### config.mk
export PLATFORM = sky130hd
export DESIGN_NAME = prx_top
export DESIGN_NICKNAME = d
export VERILOG_FILES = /design/src/hdl/prx_pkg.sv /design/src/hdl/prx_fifo.sv /design/src/hdl/prx_top.sv
export VERILOG_INCLUDE_DIRS = /design/src /design/src/hdl
export SDC_FILE = /design/constraint.sdc
export NUM_CORES = 1
export LEC_CHECK = 0
export BUFFER_PORTS_ARGS = -buffer_cell sky130_fd_sc_hd__buf_2
export CAP_MARGIN = 20
export CORE_MARGIN = 4
export CORE_UTILIZATION = 47
export DETAILED_ROUTE_END_ITERATION = 10
export HOLD_SLACK_MARGIN = 0.15
export SLEW_MARGIN = 20
export SYNTH_ARGS = -nofsm -noshare
export SYNTH_HDL_FRONTEND = slang
export SYNTH_HIERARCHICAL = 1
export SYNTH_SLANG_ARGS = --single-unit
### constraint.sdc
create_clock -name mclk -period 5.3 [get_ports mclk]
set_input_delay 0.53 -clock mclk [delete_from_list [all_inputs] [get_ports mclk]]
set_output_delay 0.53 -clock mclk [all_outputs]
set_load 0.01 [all_outputs]
### src/hdl/prx_map.svh
`ifndef PRX_MAP_SVH
`define PRX_MAP_SVH

// ----------------------------------------
// window and delimiter
// ----------------------------------------
`define PRX_WIN_W 10
`define PRX_SSD 10'h311
`define PRX_IDLE_WIN 10'h3FF
`define PRX_SSD_TAIL 3'h5
`define PRX_TAIL_LAST 3'h4

// ----------------------------------------
// far-end fault
// ----------------------------------------
`define PRX_FEF_ONES 7'h54
`define PRX_ONES_MAX 7'h7F
`define PRX_FEF_CYCLES 2'h3

// ----------------------------------------
// link qualification time
// ----------------------------------------
`define PRX_QUAL_US 500
`define PRX_CLK_NS 10
`define PRX_QUAL_CYCLES ((`PRX_QUAL_US * 1000 + `PRX_CLK_NS - 1) / `PRX_CLK_NS)

// ----------------------------------------
// transmit buffer
// ----------------------------------------
`define PRX_FIFO_DEPTH 16
`define PRX_FIFO_W 1

`endif

### src/hdl/prx_pkg.sv
`default_nettype none

package prx_pkg;

  typedef enum logic [1:0] {
    PRX_LC_DISABLE,
    PRX_LC_SCAN,
    PRX_LC_ENABLE
  } prx_link_ctrl_type;

  typedef enum logic [1:0] {
    PRX_LINK_FAIL,
    PRX_LINK_READY,
    PRX_LINK_OK
  } prx_link_type;

  typedef enum logic [1:0] {
    PRX_CARR_IDLE,
    PRX_CARR_CHECK,
    PRX_CARR_ACTIVE
  } prx_carrier_type;

endpackage

`default_nettype wire

### src/hdl/prx_fifo.sv
`default_nettype none

module prx_fifo #(
  parameter int W = 1,
  parameter int DEPTH = 16
) (
  // clock and reset
  input wire logic mclk,
  input wire logic rst,
  // fill side
  input wire logic in_valid,
  output logic in_ready,
  input wire logic [W-1:0] in_data,
  // drain side
  output logic out_valid,
  input wire logic out_ready,
  output logic [W-1:0] out_data
);

  localparam int AW = $clog2(DEPTH);

  logic [W-1:0] mem [DEPTH];
  logic [AW:0] wr_ptr;
  logic [AW:0] rd_ptr;
  logic full;
  logic empty;

  assign empty = (wr_ptr == rd_ptr);
  assign full = (wr_ptr[AW] != rd_ptr[AW]) && (wr_ptr[AW-1:0] == rd_ptr[AW-1:0]);
  assign in_ready = !full;
  assign out_valid = !empty;
  assign out_data = mem[rd_ptr[AW-1:0]];

  always_ff @(posedge mclk) begin
    if (in_valid && !full) begin
      mem[wr_ptr[AW-1:0]] <= in_data;
    end
  end

  always_ff @(posedge mclk or posedge rst) begin
    if (rst) begin
      wr_ptr <= '0;
    end else if (in_valid && !full) begin
      wr_ptr <= wr_ptr + 1'h1;
    end
  end

  always_ff @(posedge mclk or posedge rst) begin
    if (rst) begin
      rd_ptr <= '0;
    end else if (out_ready && !empty) begin
      rd_ptr <= rd_ptr + 1'h1;
    end
  end

endmodule

`default_nettype wire

### src/hdl/prx_top.sv
`include "prx_map.svh"

`default_nettype none

module prx_top
  import prx_pkg::*;
#(
  parameter logic [15:0] QUAL_CYCLES = 16'(`PRX_QUAL_CYCLES)
) (
  // clock and reset
  input wire logic mclk,
  input wire logic rst,
  // options
  input wire logic carrier_enable,
  input wire logic fef_enable,
  input wire logic an_present,
  input wire prx_link_ctrl_type link_control,
  // transceiver receive side
  input wire logic rx_nrzi,
  input wire logic signal_change_report,
  // transceiver transmit side
  output logic tx_nrzi,
  output logic line_tx_transfer,
  // client transmit code-bits
  input wire logic tx_code_valid,
  output logic tx_code_ready,
  input wire logic tx_code_bit,
  // client receive code-bits
  output logic line_rx_transfer,
  output logic rx_code_bit,
  // status
  output logic carrier_on,
  output logic rx_error,
  output prx_link_type link_status,
  output logic far_end_fault
);

  // ----------------------------------------
  // helpers
  // ----------------------------------------
  function automatic logic split_zeros(input logic [`PRX_WIN_W-1:0] w);
    logic found;
    found = 1'h0;
    for (int i = 0; i < `PRX_WIN_W; i++) begin
      for (int j = i + 2; j < `PRX_WIN_W; j++) begin
        if (!w[i] && !w[j]) begin
          found = 1'h1;
        end
      end
    end
    return found;
  endfunction

  // ----------------------------------------
  // declarations
  // ----------------------------------------
  logic rx_level, rx_prev, cbit, qualified, gen_fault, gen_bit, code_out;
  logic fifo_valid, fifo_data, fifo_take;
  logic [`PRX_WIN_W-1:0] win, next_win;
  logic [2:0] tail;
  logic [1:0] cycles;
  logic [6:0] ones, gen_cnt;
  logic [15:0] timer;
  prx_carrier_type cstate;
  prx_link_ctrl_type lc_eff;
  prx_link_type link_state;

  // ----------------------------------------
  // receive decode
  // ----------------------------------------
  // an undefined bit while the signal is bad must not fake activity
  assign rx_level = signal_change_report & rx_nrzi;
  assign cbit = rx_level ^ rx_prev;

  always_ff @(posedge mclk or posedge rst) begin
    if (rst) begin
      rx_prev <= 1'b0;
    end else begin
      rx_prev <= rx_level;
    end
  end

  always_ff @(posedge mclk or posedge rst) begin
    if (rst) begin
      rx_code_bit <= 1'b0;
      line_rx_transfer <= 1'b0;
    end else begin
      rx_code_bit <= cbit;
      line_rx_transfer <= 1'b1;
    end
  end

  // ----------------------------------------
  // carrier detect
  // ----------------------------------------
  assign next_win = {win[`PRX_WIN_W-2:0], cbit};

  always_ff @(posedge mclk or posedge rst) begin
    if (rst) begin
      win <= `PRX_IDLE_WIN;
    end else begin
      win <= next_win;
    end
  end

  // the delimiter's first zeros trigger detection; its last five bits
  // arrive afterwards, so the full pattern is compared five bits later
  always_ff @(posedge mclk or posedge rst) begin
    if (rst) begin
      cstate <= PRX_CARR_IDLE;
      tail <= 3'h0;
      rx_error <= 1'b0;
    end else if (!carrier_enable) begin
      cstate <= PRX_CARR_IDLE;
      tail <= 3'h0;
      rx_error <= 1'b0;
    end else begin
      case (cstate)
        PRX_CARR_IDLE: begin
          if (split_zeros(next_win)) begin
            cstate <= PRX_CARR_CHECK;
            tail <= 3'h0;
            rx_error <= 1'b0;
          end
        end
        PRX_CARR_CHECK: begin
          tail <= tail + 3'h1;
          if (next_win == `PRX_IDLE_WIN) begin
            cstate <= PRX_CARR_IDLE;
            rx_error <= 1'b0;
          end else if (tail == `PRX_TAIL_LAST) begin
            cstate <= PRX_CARR_ACTIVE;
            rx_error <= (next_win != `PRX_SSD);
          end
        end
        PRX_CARR_ACTIVE: begin
          if (next_win == `PRX_IDLE_WIN) begin
            cstate <= PRX_CARR_IDLE;
            rx_error <= 1'b0;
          end
        end
        default: begin
          cstate <= PRX_CARR_IDLE;
        end
      endcase
    end
  end

  assign carrier_on = (cstate != PRX_CARR_IDLE);

  // ----------------------------------------
  // link monitor
  // ----------------------------------------
  assign lc_eff = an_present ? link_control : PRX_LC_ENABLE;
  assign qualified = (timer == QUAL_CYCLES);

  always_ff @(posedge mclk or posedge rst) begin
    if (rst) begin
      timer <= 16'h0000;
    end else if (!signal_change_report) begin
      timer <= 16'h0000;
    end else if (!qualified) begin
      timer <= timer + 16'h0001;
    end
  end

  always_ff @(posedge mclk or posedge rst) begin
    if (rst) begin
      link_state <= PRX_LINK_FAIL;
    end else if (!signal_change_report || lc_eff == PRX_LC_DISABLE) begin
      link_state <= PRX_LINK_FAIL;
    end else begin
      case (link_state)
        PRX_LINK_FAIL: begin
          if (qualified) begin
            link_state <= PRX_LINK_READY;
          end
        end
        PRX_LINK_READY: begin
          if (lc_eff == PRX_LC_ENABLE) begin
            link_state <= PRX_LINK_OK;
          end
        end
        PRX_LINK_OK: begin
          link_state <= PRX_LINK_OK;
        end
        default: begin
          link_state <= PRX_LINK_FAIL;
        end
      endcase
    end
  end

  assign link_status = link_state;

  // ----------------------------------------
  // far-end fault detect
  // ----------------------------------------
  // the run counter saturates so an endless idle never wraps into a match
  always_ff @(posedge mclk or posedge rst) begin
    if (rst) begin
      ones <= 7'h00;
    end else if (cbit) begin
      if (ones != `PRX_ONES_MAX) begin
        ones <= ones + 7'h01;
      end
    end else begin
      ones <= 7'h00;
    end
  end

  always_ff @(posedge mclk or posedge rst) begin
    if (rst) begin
      cycles <= 2'h0;
    end else if (!fef_enable) begin
      cycles <= 2'h0;
    end else if (cbit) begin
      if (ones == `PRX_FEF_ONES && cycles != 2'h0) begin
        cycles <= 2'h0;
      end
    end else if (ones == `PRX_FEF_ONES || (cycles == 2'h0 && ones > `PRX_FEF_ONES)) begin
      if (cycles != `PRX_FEF_CYCLES) begin
        cycles <= cycles + 2'h1;
      end
    end else begin
      cycles <= 2'h0;
    end
  end

  assign far_end_fault = (cycles == `PRX_FEF_CYCLES);

  // ----------------------------------------
  // far-end fault generate
  // ----------------------------------------
  assign gen_fault = fef_enable && !signal_change_report;
  assign gen_bit = (gen_cnt != `PRX_FEF_ONES);

  always_ff @(posedge mclk or posedge rst) begin
    if (rst) begin
      gen_cnt <= 7'h00;
    end else if (!gen_fault || gen_cnt == `PRX_FEF_ONES) begin
      gen_cnt <= 7'h00;
    end else begin
      gen_cnt <= gen_cnt + 7'h01;
    end
  end

  // ----------------------------------------
  // transmit buffer and nrzi encode
  // ----------------------------------------
  // the buffer stalls while fault cycles go out, so the client sees
  // back-pressure rather than silently lost code-bits
  assign fifo_take = !gen_fault;

  prx_fifo #(.W(`PRX_FIFO_W), .DEPTH(`PRX_FIFO_DEPTH)) u_fifo (
    .mclk(mclk),
    .rst(rst),
    .in_valid(tx_code_valid),
    .in_ready(tx_code_ready),
    .in_data(tx_code_bit),
    .out_valid(fifo_valid),
    .out_ready(fifo_take),
    .out_data(fifo_data)
  );

  // an empty buffer sends idle ones so the line never has a gap
  always_comb begin
    if (gen_fault) begin
      code_out = gen_bit;
    end else if (fifo_valid) begin
      code_out = fifo_data;
    end else begin
      code_out = 1'b1;
    end
  end

  always_ff @(posedge mclk or posedge rst) begin
    if (rst) begin
      tx_nrzi <= 1'b0;
      line_tx_transfer <= 1'b0;
    end else begin
      tx_nrzi <= tx_nrzi ^ code_out;
      line_tx_transfer <= 1'b1;
    end
  end
endmodule

`default_nettype wire

==> results.toml <==
[routing]
drt_first_pass_iters = 4
detail-route-antenna-nets = 0
drt-initial-drc-count = 80
routedWlPerCell_um = 13.7
drc = 0
vias = 2778
totalWireLength_um = 7150
vias_per_cell = 5.30

[timing]
fin_crit_sh = 0.482
finalMaxSlewViolations = 0
worst_slew_pin_slew_ps = 698
rsz0062_at_grt = "false"
max_freq_mhz = 392
whs_ps = 168
setup_viol = 0
finalHoldViolCount = 0
final.min_clock_period_ps = 2550
setup_tns_ps = 0
clock_skew_ps = 6.62
maxSlewHeadroom = 0.533

[synthesis]
synth_fp_nets = 420
synth_seq_cells = 79
ys_async_sr_fraction = 0.797
yosysWarnings = 6
avgSynthCellArea_um2 = 10.7
seq_area_frac_synth = 0.493
synth_cell_types = 62
syn_inst = 392
synth_top_flop_cell = "dfrtp_1"
synth_edf_count = 16
syn-cell-area_um2 = 4190

[clock_tree]
post_cts_buffers = 0
clockBufferDepth = 2
cts_resized = 0
cts.sink_count = 79
tritoncts = "built"
ctsHoldBuffers = 0
clk-insertion-delay-late_ps = 350
cts_buffers = 9
clock-root-buffer = "clkbuf_8"
htree_levels = 3
path_clk_slew_ps = 80

[layout]
nets = 439
antenna_cells = 0
final_cells = 524
drive_gt1_frac = 0.154
layout_common_cells = "dfrtp_1, nor2_1, nand2_1"
layout_commonest_cell = "dfrtp_1"
synthToLayoutAreaGrowth_pct = 8.74
final_cell_area_um2 = 4560

[global_route]
grt_pass1_vias = 2674
grt_pass1_wl_um = 12500
grt_usage = 0.153
antenna_found_initial = 0
grt_start_max_net_pins = 54
grt_overflow_total = 0

[placed_design]
gp_congestion = 0.783
place_hpwl_um = 5110
placed_area_um2 = 4350
portBuffers = 20
place_inst = 508

[setup_path]
start_kind = "register"
cp_max_fo = 14
end_kind = "primary output"
cp.required_ps = 4770
criticalPathCategory = "register to primary output"
arrival_ps = 2020

[floorplanning]
start_util = 0.481
coreArea_um2 = 8720
io_pins = 21
die-area_um2 = 10500
die_h_um = 102
rows = 34
die_x_um = 102

[power]
power.density_nw_per_um2 = 375
power.leakage_nw = 1.89
finalPower_mw = 1.71
max-vdd-ir-drop_mv = 0.247

[run_status]
outcome = "complete, no violations"

[min_path]
min_path_type = "input pin to asynchronous set/reset pin"

[job]
cap_violations = 0
==> flip-flops by register name (all words and copies together) (netlist names), 3 cells and up <==
signal / flops
ones: 7
u_fifo/mem: 16
tail: 3
timer: 16
u_fifo/wr_ptr: 5
gen_cnt: 7
u_fifo/rd_ptr: 5
win: 9
==> worst paths after layout <==
kind | cells past startpoint | slack (ps) | to | from
setup / recovery | 5 | 2750 | tx_code_ready | u_fifo/rd_ptr[0]
hold / removal | 2 | 170 | u_fifo/wr_ptr[4] | rst
max in group asynchronous | 3 | 4490 | rx_code_bit | rst
min in group mclk | 0 | 380 | win[8] | win[7]
hold reg to reg | 0 | 380 | win[8] | win[7]
setup reg to reg | 7 | 3120 | tx_nrzi | u_fifo/rd_ptr[0]
==> power breakdown <==
| part | internal [mW] | switching, mW | total, mW |
|---|---|---|---|
| registers | 0.695 | 0.113 | 0.808 |
| clock network | 0.277 | 0.213 | 0.490 |
| logic | 0.203 | 0.211 | 0.414 |
| total | 1.18 | 0.537 | 1.71 |
==> Yosys cell counts (all sizes together) (7+ instances only) <==
library cell	number	area, µm²
a21oi	7	35.0
and2	14	87.6
and3	9	56.3
buf	7	68.8
dfrtp	54	1350
dfstp	9	236
edfxtp	16	480
ha	17	213
inv	25	93.8
nand2	31	116
nand3	10	55.1
nand4	16	106
nor2	38	143
nor2b	9	56.3
o21ai	13	65.1
xnor2	26	250
xor2	8	70.1
==> worst max-delay path: stages (launching register included) <==
cell and delay (ps):
dfrtp_1 640, xnor2_2 170, nand4_2 330, nor2_1 340, inv_1 60, buf_2 140
==> metal layers <==
metal	global-route usage	vias up	wire, µm
met3	0.0348	12	246
li1	-	1419	-
met5	0	-	0
met1	0.211	1305	3580
met4	0.0716	0	127
met2	0.228	42	3200
==> through the flow <==
stage | setup slack [ps] | utilization
finish | 2750 | 0.523
global route | 2520 | 0.523
CTS | 2680 | 0.523
detailed placement | 2690 | 0.498
global placement | 2760 | 0.498
floorplan | 3480 | -
==> cell families after synthesis <==
family                     count (synthesis)  synth area share
xor gates and xnor gates                  34            0.0764
other                                      1          0.000894
buffers and inverters                     38            0.0442
AOI/OAI and AO/OA                         55            0.0967
DFF                                       79             0.493
and+or+nand+nor                          158             0.201
adders and majority gates                 17            0.0507
muxes                                     10            0.0370
==> layout make-up <==
| class | count | area [µm²] |
|---|---|---|
| Fill cell | 779 | 4160 |
| Multi-Input combinational cell | 275 | 1940 |
| Timing Repair Buffer | 21 | 108 |
| Sequential cell | 79 | 2070 |
| Inverter | 25 | 93.8 |
| Clock inverter | 4 | 70.1 |
| Tap cell | 108 | 135 |
| Clock buffer | 12 | 145 |
Note: power is estimated with default switching activity, not from simulation.
